`src/verilog/mcpwm_pkg.sv`:
```
// Register map, field positions and reset values of the multi-channel PWM timer
package mcpwm_pkg;
  localparam int unsigned MCPWM_NMATCH = 7;
  localparam int unsigned MCPWM_NOUT   = 6;
  localparam int unsigned MCPWM_NCAP   = 2;
  // Word offsets (byte address)
  localparam logic [7:0] MCPWM_CTRL_OFS = 8'h00;
  localparam logic [7:0] MCPWM_TC_OFS   = 8'h04;
  localparam logic [7:0] MCPWM_PR_OFS   = 8'h08;
  localparam logic [7:0] MCPWM_PC_OFS   = 8'h0C;
  localparam logic [7:0] MCPWM_MCR_OFS  = 8'h10;
  localparam logic [7:0] MCPWM_PCR_OFS  = 8'h14;
  localparam logic [7:0] MCPWM_LER_OFS  = 8'h18;
  localparam logic [7:0] MCPWM_CCR_OFS  = 8'h1C;
  localparam logic [7:0] MCPWM_IR_OFS   = 8'h20;
  localparam logic [7:0] MCPWM_MR_OFS   = 8'h24;
  localparam logic [7:0] MCPWM_CR_OFS   = 8'h40;
  // Control register fields
  localparam int unsigned MCPWM_CTRL_EN    = 0;
  localparam int unsigned MCPWM_CTRL_RST   = 1;
  localparam int unsigned MCPWM_CTRL_PWMEN = 2;
  localparam int unsigned MCPWM_CTRL_MODE  = 3;
  localparam int unsigned MCPWM_CTRL_CSEL  = 5;
  // Match control: three bits per match register
  localparam int unsigned MCPWM_MCR_INT  = 0;
  localparam int unsigned MCPWM_MCR_RST  = 1;
  localparam int unsigned MCPWM_MCR_STOP = 2;
  // Output control: double-edge select low byte, output enable second byte
  localparam int unsigned MCPWM_PCR_DBL = 0;
  localparam int unsigned MCPWM_PCR_OEN = 8;
  // Capture control: three bits per capture input
  localparam int unsigned MCPWM_CCR_RISE = 0;
  localparam int unsigned MCPWM_CCR_FALL = 1;
  localparam int unsigned MCPWM_CCR_INT  = 2;
  // Status: match flags from bit 0, capture flags from bit 8
  localparam int unsigned MCPWM_IR_CAP = 8;
  localparam logic [31:0] MCPWM_RST_VAL = 32'h0000_0000;
  typedef enum logic [1:0] {
    MCPWM_MODE_TIMER = 2'b00,
    MCPWM_MODE_RISE  = 2'b01,
    MCPWM_MODE_FALL  = 2'b10,
    MCPWM_MODE_BOTH  = 2'b11
  } mcpwm_mode_t;
endpackage

```
`src/verilog/mcpwm_top.sv`:
```
// Multi-channel PWM timer with Wishbone register access
// Operation
// RULE_01 - Seven matches drive six PWM outputs
// RULE_02 - Match zero resets count, starts cycle
// RULE_03 - Single edge one match, double two
// RULE_04 - Single-edge outputs rise at cycle start
// RULE_05 - Double-edge: two matches place both edges
// RULE_06 - Period and width in whole counter ticks
// RULE_07 - Old match values used until released
// RULE_08 - Per match continue, stop, reset, flag
// RULE_09 - Count peripheral clock or capture input
// RULE_10 - Plain 32-bit timer with prescaler
// RULE_11 - Capture copies count on input edge
// RULE_12 - Released values load at cycle start
//
// Local design decisions: the register offsets and the Wishbone register port.
`timescale 1ns/100ps
module mcpwm_top
  import mcpwm_pkg::*;
#(
  parameter int unsigned CNT_W = 32
) (
  input  wire logic                  i_ref_clk,
  input  wire logic                  i_resetn,
  input  wire logic                  i_wb_cyc,
  input  wire logic                  i_wb_stb,
  input  wire logic                  i_wb_we,
  input  wire logic [7:0]            i_wb_adr,
  input  wire logic [3:0]            i_wb_sel,
  input  wire logic [31:0]           i_wb_dat,
  output logic      [31:0]           o_wb_dat,
  output logic                       o_wb_ack,
  input  wire logic [MCPWM_NCAP-1:0] i_cap,
  output logic      [MCPWM_NOUT-1:0] o_pwm,
  output logic                       o_irq
);
  // Counter narrower than two bits cannot hold a cycle
  if (CNT_W < 2 || CNT_W > 32) begin : g_bad_cnt_w
    $error("CNT_W must lie in 2..32");
  end

  logic [31:0]           ctrl_r, ctrl_nxt;
  logic [CNT_W-1:0]      tc_r, tc_nxt;
  logic [CNT_W-1:0]      pr_r, pr_nxt;
  logic [CNT_W-1:0]      pc_r, pc_nxt;
  logic [20:0]           mcr_r, mcr_nxt;
  logic [15:0]           pcr_r, pcr_nxt;
  logic [6:0]            ler_r, ler_nxt;
  logic [5:0]            ccr_r, ccr_nxt;
  logic [9:0]            ir_r, ir_nxt;
  logic [CNT_W-1:0]      mr_sh_r  [MCPWM_NMATCH];
  logic [CNT_W-1:0]      mr_sh_nxt[MCPWM_NMATCH];
  logic [CNT_W-1:0]      mr_act_r [MCPWM_NMATCH];
  logic [CNT_W-1:0]      mr_act_nxt[MCPWM_NMATCH];
  logic [CNT_W-1:0]      cr_r  [MCPWM_NCAP];
  logic [CNT_W-1:0]      cr_nxt[MCPWM_NCAP];
  logic [MCPWM_NOUT-1:0] pwm_r, pwm_nxt;
  logic [31:0]           rdat_r, rdat_nxt;
  logic                  ack_r, ack_nxt;
  logic                  irq_r, irq_nxt;
  logic [MCPWM_NCAP-1:0] cap_s1_r, cap_s2_r, cap_s3_r;

  logic                  wr_en;
  logic [31:0]           wmask;
  logic [MCPWM_NCAP-1:0] cap_rise, cap_fall;
  logic                  tick_src, tick, any_rst, any_stop, cycle_start, pwm_en;
  logic [MCPWM_NMATCH-1:0] hit;
  mcpwm_mode_t           mode;

  assign wr_en = i_wb_cyc & i_wb_stb & i_wb_we & ~ack_r;
  assign wmask = {{8{i_wb_sel[3]}}, {8{i_wb_sel[2]}}, {8{i_wb_sel[1]}}, {8{i_wb_sel[0]}}};
  // Edges judged on the second and third stages, never the first
  assign cap_rise = cap_s2_r & ~cap_s3_r;
  assign cap_fall = ~cap_s2_r & cap_s3_r;
  assign mode     = mcpwm_mode_t'(ctrl_r[MCPWM_CTRL_MODE +: 2]);
  assign pwm_en   = ctrl_r[MCPWM_CTRL_PWMEN];

  // Byte-lane merge of a write into an old value
  function automatic logic [31:0] merge(input logic [31:0] old, input logic [31:0] m,
                                        input logic [31:0] d);
    merge = (old & ~m) | (d & m);
  endfunction

  // Tick source and match detection
  always_comb begin
    logic e;
    e = cap_rise[ctrl_r[MCPWM_CTRL_CSEL]];
    // RULE_09 clock source select
    unique case (mode)
      MCPWM_MODE_TIMER: tick_src = 1'b1;
      MCPWM_MODE_RISE:  tick_src = e;
      MCPWM_MODE_FALL:  tick_src = cap_fall[ctrl_r[MCPWM_CTRL_CSEL]];
      MCPWM_MODE_BOTH:  tick_src = e | cap_fall[ctrl_r[MCPWM_CTRL_CSEL]];
    endcase
    tick_src = tick_src & ctrl_r[MCPWM_CTRL_EN] & ~ctrl_r[MCPWM_CTRL_RST];
    // RULE_10 prescaler divides increments
    tick     = tick_src & (pc_r == pr_r);
    any_rst  = 1'b0;
    any_stop = 1'b0;
    for (int i = 0; i < MCPWM_NMATCH; i++) begin
      hit[i]   = tick & (tc_r == mr_act_r[i]);
      // RULE_08 per-match reset and stop
      any_rst  = any_rst | (hit[i] & mcr_r[3*i + MCPWM_MCR_RST]);
      any_stop = any_stop | (hit[i] & mcr_r[3*i + MCPWM_MCR_STOP]);
    end
    // RULE_02 match zero always ends a PWM cycle
    any_rst     = any_rst | (hit[0] & pwm_en);
    cycle_start = hit[0] & (pwm_en | mcr_r[MCPWM_MCR_RST]);
  end

  // Register file, counter and outputs
  always_comb begin
    ctrl_nxt = ctrl_r;
    pr_nxt   = pr_r;
    mcr_nxt  = mcr_r;
    pcr_nxt  = pcr_r;
    ler_nxt  = ler_r;
    ccr_nxt  = ccr_r;
    ir_nxt   = ir_r;
    mr_sh_nxt  = mr_sh_r;
    mr_act_nxt = mr_act_r;
    cr_nxt   = cr_r;
    pwm_nxt  = pwm_r;
    // RULE_10 prescale and count
    if (ctrl_r[MCPWM_CTRL_RST]) begin
      pc_nxt = '0;
      tc_nxt = '0;
    end else begin
      pc_nxt = tick_src ? (tick ? '0 : pc_r + 1'b1) : pc_r;
      // RULE_06 period counts whole ticks
      tc_nxt = tick ? (any_rst ? '0 : tc_r + 1'b1) : tc_r;
    end
    // RULE_08 stop clears the enable
    if (any_stop) begin
      ctrl_nxt[MCPWM_CTRL_EN] = 1'b0;
    end
    // RULE_12 released shadows load at cycle start
    for (int i = 0; i < MCPWM_NMATCH; i++) begin
      if (!pwm_en) begin
        mr_act_nxt[i] = mr_sh_r[i];
      end else if (cycle_start && ler_r[i]) begin
        mr_act_nxt[i] = mr_sh_r[i];
        ler_nxt[i]    = 1'b0;
      end
    end
    // RULE_11 capture snapshot
    for (int c = 0; c < MCPWM_NCAP; c++) begin
      if ((cap_rise[c] && ccr_r[3*c + MCPWM_CCR_RISE]) ||
          (cap_fall[c] && ccr_r[3*c + MCPWM_CCR_FALL])) begin
        cr_nxt[c] = tc_r;
      end
    end
    // RULE_01 six outputs from seven matches
    for (int k = 1; k <= MCPWM_NOUT; k++) begin
      logic set;
      // RULE_03 single edge uses one match, double two
      // RULE_05 double edge: match k-1 rises, match k falls
      set = (pcr_r[MCPWM_PCR_DBL + k] && k > 1) ? hit[k-1] : cycle_start;
      // RULE_04 rise at cycle start; fall wins for constant low
      if (!pwm_en || !pcr_r[MCPWM_PCR_OEN + k - 1]) begin
        pwm_nxt[k-1] = 1'b0;
      end else if (hit[k]) begin
        pwm_nxt[k-1] = 1'b0;
      end else if (set) begin
        pwm_nxt[k-1] = 1'b1;
      end
    end
    // Bus writes; a hardware set beats a software clear
    if (wr_en) begin
      unique case (i_wb_adr)
        MCPWM_CTRL_OFS: ctrl_nxt = merge(ctrl_r, wmask, i_wb_dat) & 32'h0000_003F;
        MCPWM_PR_OFS:   pr_nxt = CNT_W'(merge(32'(pr_r), wmask, i_wb_dat));
        MCPWM_MCR_OFS:  mcr_nxt = 21'(merge(32'(mcr_r), wmask, i_wb_dat));
        MCPWM_PCR_OFS:  pcr_nxt = 16'(merge(32'(pcr_r), wmask, i_wb_dat));
        // RULE_07 software releases new values
        MCPWM_LER_OFS:  ler_nxt = 7'(merge(32'(ler_r), wmask, i_wb_dat));
        MCPWM_CCR_OFS:  ccr_nxt = 6'(merge(32'(ccr_r), wmask, i_wb_dat));
        MCPWM_IR_OFS:   ir_nxt = ir_r & ~10'(i_wb_dat & wmask);
        default: begin
          for (int i = 0; i < MCPWM_NMATCH; i++) begin
            if (i_wb_adr == MCPWM_MR_OFS + 8'(4*i)) begin
              mr_sh_nxt[i] = CNT_W'(merge(32'(mr_sh_r[i]), wmask, i_wb_dat));
            end
          end
        end
      endcase
    end
    // RULE_08 sticky match flags, applied after a clear
    for (int i = 0; i < MCPWM_NMATCH; i++) begin
      if (hit[i] && mcr_r[3*i + MCPWM_MCR_INT]) begin
        ir_nxt[i] = 1'b1;
      end
    end
    for (int c = 0; c < MCPWM_NCAP; c++) begin
      if (((cap_rise[c] && ccr_r[3*c + MCPWM_CCR_RISE]) ||
           (cap_fall[c] && ccr_r[3*c + MCPWM_CCR_FALL])) && ccr_r[3*c + MCPWM_CCR_INT]) begin
        ir_nxt[MCPWM_IR_CAP + c] = 1'b1;
      end
    end
    irq_nxt = |ir_nxt;
  end

  // Bus read path: one wait-free answer a cycle after the request
  always_comb begin
    ack_nxt  = i_wb_cyc & i_wb_stb & ~ack_r;
    rdat_nxt = '0;
    if (ack_nxt && !i_wb_we) begin
      unique case (i_wb_adr)
        MCPWM_CTRL_OFS: rdat_nxt = ctrl_r;
        MCPWM_TC_OFS:   rdat_nxt = 32'(tc_r);
        MCPWM_PR_OFS:   rdat_nxt = 32'(pr_r);
        MCPWM_PC_OFS:   rdat_nxt = 32'(pc_r);
        MCPWM_MCR_OFS:  rdat_nxt = 32'(mcr_r);
        MCPWM_PCR_OFS:  rdat_nxt = 32'(pcr_r);
        MCPWM_LER_OFS:  rdat_nxt = 32'(ler_r);
        MCPWM_CCR_OFS:  rdat_nxt = 32'(ccr_r);
        MCPWM_IR_OFS:   rdat_nxt = 32'(ir_r);
        default: begin
          for (int i = 0; i < MCPWM_NMATCH; i++) begin
            if (i_wb_adr == MCPWM_MR_OFS + 8'(4*i)) begin
              rdat_nxt = 32'(mr_sh_r[i]);
            end
          end
          for (int c = 0; c < MCPWM_NCAP; c++) begin
            if (i_wb_adr == MCPWM_CR_OFS + 8'(4*c)) begin
              rdat_nxt = 32'(cr_r[c]);
            end
          end
        end
      endcase
    end
  end

  always_ff @(posedge i_ref_clk or negedge i_resetn) begin
    if (!i_resetn) begin
      ctrl_r   <= MCPWM_RST_VAL;
      tc_r     <= '0;
      pr_r     <= '0;
      pc_r     <= '0;
      mcr_r    <= '0;
      pcr_r    <= '0;
      ler_r    <= '0;
      ccr_r    <= '0;
      ir_r     <= '0;
      pwm_r    <= '0;
      rdat_r   <= '0;
      ack_r    <= 1'b0;
      irq_r    <= 1'b0;
      cap_s1_r <= '0;
      cap_s2_r <= '0;
      cap_s3_r <= '0;
      for (int i = 0; i < MCPWM_NMATCH; i++) begin
        mr_sh_r[i]  <= '0;
        mr_act_r[i] <= '0;
      end
      for (int c = 0; c < MCPWM_NCAP; c++) begin
        cr_r[c] <= '0;
      end
    end else begin
      ctrl_r   <= ctrl_nxt;
      tc_r     <= tc_nxt;
      pr_r     <= pr_nxt;
      pc_r     <= pc_nxt;
      mcr_r    <= mcr_nxt;
      pcr_r    <= pcr_nxt;
      ler_r    <= ler_nxt;
      ccr_r    <= ccr_nxt;
      ir_r     <= ir_nxt;
      pwm_r    <= pwm_nxt;
      rdat_r   <= rdat_nxt;
      ack_r    <= ack_nxt;
      irq_r    <= irq_nxt;
      cap_s1_r <= i_cap;
      cap_s2_r <= cap_s1_r;
      cap_s3_r <= cap_s2_r;
      mr_sh_r  <= mr_sh_nxt;
      mr_act_r <= mr_act_nxt;
      cr_r     <= cr_nxt;
    end
  end

  assign o_wb_dat = rdat_r;
  assign o_wb_ack = ack_r;
  assign o_pwm    = pwm_r;
  assign o_irq    = irq_r;
endmodule

```
`config.mk`:
```
export PLATFORM = sky130hd
export DESIGN_NAME = mcpwm_top
export DESIGN_NICKNAME = d
export VERILOG_FILES = /design/src/verilog/mcpwm_pkg.sv /design/src/verilog/mcpwm_top.sv
export SDC_FILE = /design/constraint.sdc
export NUM_CORES = 1
export LEC_CHECK = 0
export ABC_AREA = 1
export BUFFER_PORTS_ARGS = -buffer_cell sky130_fd_sc_hd__buf_4
export CORE_ASPECT_RATIO = 0.9
export CORE_MARGIN = 3
export CORE_UTILIZATION = 30
export CTS_BUF_LIST = sky130_fd_sc_hd__clkbuf_16
export DETAILED_ROUTE_END_ITERATION = 10
export SYNTH_ARGS = -nofsm -noshare
export SYNTH_HDL_FRONTEND = slang
export SYNTH_SLANG_ARGS = --single-unit
```
`constraint.sdc`:
```
create_clock -name i_ref_clk -period 2.12 [get_ports i_ref_clk]
set_input_delay 0.424 -clock i_ref_clk [delete_from_list [all_inputs] [get_ports i_ref_clk]]
set_output_delay 0.424 -clock i_ref_clk [all_outputs]
set_load 0.05 [all_outputs]
```
==> results.yml <==
outcome:
  status: "finished with violations"
  violations: "setup timing"
grt:
  grt_first_pass_wirelength_mm: 197
  grt_pass1_vias: 32322
  grtUsageTotal: 0.208
  antenna_found_initial: 5
  grt_max_degree: 87
  gr-total-overflow: 0
cts:
  cts_max_level: 3
  clk_pin_slew_worst_paths_ps: 60
  clkLatencyLatePin_ps: 670
  cts-root-buf: "clkbuf_16"
  cts_sinks: 720
  clockBufferDepth: 3
  cts_tree: "built"
  cts-buffers-inserted: 78
sta:
  relSlewSlack: 0.569
  tightest_slew_ps: 642
  fin_skew_ps: 26.0
  hold_viol: 0
  min_period_ps: 2500
  setup_viol: 300
  tns_ps: -79720
  min_period_over_period: 1.18
  slew_viol_final: 0
  rsz0062_at_grt: "yes"
  holdWs_ps: 75.1
  max_freq_mhz: 400
  worst_slack_ps: -380
synth:
  synth-async-reset-ratio: 1.00
  synth_cells: 4517
  syn_area_per_cell_sq_um: 7.87
  syn_nets: 4570
  ys_seq_area_frac: 0.507
  netlist-cell-type-count: 48
  ys.flop_type: "dfrtp_1"
  syn_area_sq_um: 35600
  yosys_warnings: 0
  synth-edff-count: 0
  ys_ff_latch: 720
detailed_routing:
  drtAntennaViolNets: 0
  vias: 33452
  drc_errors: 0
  routed_wl_mm: 131
  routedWlPerCell_um: 19.0
  viasPerCell: 4.86
  dr.first_iter.drc_count: 3187
  drtPass1Iterations: 5
cells_and_area:
  drive_gt1_frac: 0.231
  final_cell_area_sq_um: 47400
  seqCellArea_sq_um: 18000
  fin_cells: 6888
  area_delta_synth_final_pct: 33.4
  nFillCells: 11952
  multiInputGateArea_sq_um: 15500
  finalNetCount: 5304
power_and_ir_drop:
  ir_drop_v: 0.000579
  power.density_nw_per_um2: 620
  p_leak_nw: 22.9
floorplanning:
  die_w_um: 369
  fp-row-count: 119
  start_util: 0.303
  io_pins: 91
  die_y_um: 333
  coreArea_sq_um: 117000
  fp.dieArea_sq_um: 123000
critical_path:
  startpoint: "pc_r[19]"
  worstPathMaxFanout: 32
  r2r_cells: 15
  endpoint_kind: "register"
  r2r_setup_slack_ps: -380
  cp.required_ps: 2690
  worstPathArrival_ps: 3070
  r2r_end: "mr_act_r[53]"
  r2r_start: "pc_r[19]"
  startpoint_type: "register"
  cp-endpoint: "mr_act_r[53]"
  critical_path_class: "reg -> reg"
place:
  dp_slack_ps: -719
  gp_congestion: 0.964
  hpwl_mm: 98.1
  post_dp_cell_area_sq_um: 43600
  io_buffers: 90
  dp_cells: 6702
flow_run:
  maxCapViolCount: 0
worst_hold_path:
  hold_path.class: "in -> reg"
## power by group
part / switching (W) / internal [W]
sequential: 0.000105 / 0.0139
clock: 0.00609 / 0.00794
combinational: 0.000930 / 0.000446
total: 0.00712 / 0.0223
## worst max-delay path, cell delays in order (launching register included)
cell	delay, ps
dfrtp_1	440
inv_2	90
nand2_2	80
nand2_2	70
nor2_4	160
nand2_2	80
nor2_4	120
nand3_4	100
nor3_4	240
buf_6	160
nand2_8	110
o21ai_4	180
buf_4	140
buf_12	180
nand2_1	90
o21ai_0	80
## per-layer routing
layer / up-vias / wire length, um / global-route usage / share of wire
met3: 212 / 9420 / 0.0402 / 0.072
met1: 16008 / 58800 / 0.293 / 0.45
met2: 1157 / 58200 / 0.324 / 0.45
li1: 16071 / - / - / -
met5: - / 22 / 0 / 0.00017
met4: 4 / 4360 / 0.0653 / 0.033
## per-stage QoR
step                      total power [W]  utilization
after global placement             0.0155        0.372
final                              0.0294        0.404
after floorplan                    0.0147            -
after detailed placement           0.0156        0.372
after CTS                          0.0297        0.399
after global routing               0.0304        0.404
## cell families after synthesis
family,share of synthesized area
AO/OA/AOI/OAI,0.145
XOR/XNOR,0.0411
adder cells (fa/ha/maj),0.000704
buffers and inverters,0.0780
flip-flops,0.507
AND/OR/NAND/NOR,0.228
## worst min-delay path by stage
stage,slack (ps),depth (start not counted),endpoint,from
final,80,3,o_wb_ack,i_wb_cyc
after detailed placement,340,0,cap_s2_r[1],cap_s1_r[1]
after CTS,30,3,o_wb_ack,i_wb_cyc
after floorplan,130,0,async pin,i_resetn
after global placement,340,0,cap_s2_r[0],cap_s1_r[0]
after global routing,70,3,o_wb_ack,i_wb_cyc
## final cells by class
cell class / count / share of cell area
timing repair buffer: 859 / 0.159
sequential: 720 / 0.380
tap: 1573 / 0.0415
multi-input combinational: 3116 / 0.327
clock buffer: 79 / 0.0417
inverter: 476 / 0.0381
antenna: 1 / 0.0000528
clock inverter: 64 / 0.0124
## cells in the final DEF (no fill, tap or decap), types with 12 or more instances in the layout
cell type,instances
nand2_1,1338
buf_4,741
dfrtp_1,709
inv_1,448
o21ai_0,410
nor2_1,261
a21oi_1,177
o21ai_1,175
xor2_1,147
nand3_1,112
clkbuf_16,81
buf_12,73
o22ai_1,70
nand4_1,67
nand2_2,64
nor3_1,49
buf_6,38
nor2_4,31
o21ai_2,31
inv_2,30
nor2_2,25
clkinv_2,21
a221oi_1,20
nor4_1,19
clkinv_1,18
xnor2_1,17
nand3_2,12
## synth_stat cells, types with 10 or more instances
cell	instances	area share
clkinv_1	10	0.0011
o21ai_2	20	0.0049
nor2_1	314	0.033
o22ai_1	70	0.012
nor3_1	52	0.0073
xnor2_1	20	0.0049
nand3_1	129	0.018
clkbuf_1	112	0.012
buf_4	24	0.0051
nor4_1	19	0.0033
a21oi_1	180	0.025
o2111ai_1	10	0.0025
o21ai_0	436	0.061
o21ai_1	160	0.023
nand2_1	1392	0.15
buf_2	52	0.0073
nand2_2	20	0.0035
inv_1	445	0.047
o41ai_1	11	0.0027
dfrtp_1	720	0.51
inv_2	21	0.0022
a221oi_1	20	0.0049
xor2_1	147	0.036
nand4_1	67	0.012
## what timing repair did
item                                    4_1_cts  5_1_grt
endpoints found under the setup margin      303      555
cloned                                        0        3
resized for setup                           133      143
pin swaps                                    32       44
hold buffers                                  4        0
endpoints found under the hold margin       296        0
buffers inserted                             16       22
(Power assumes the default switching activity.)
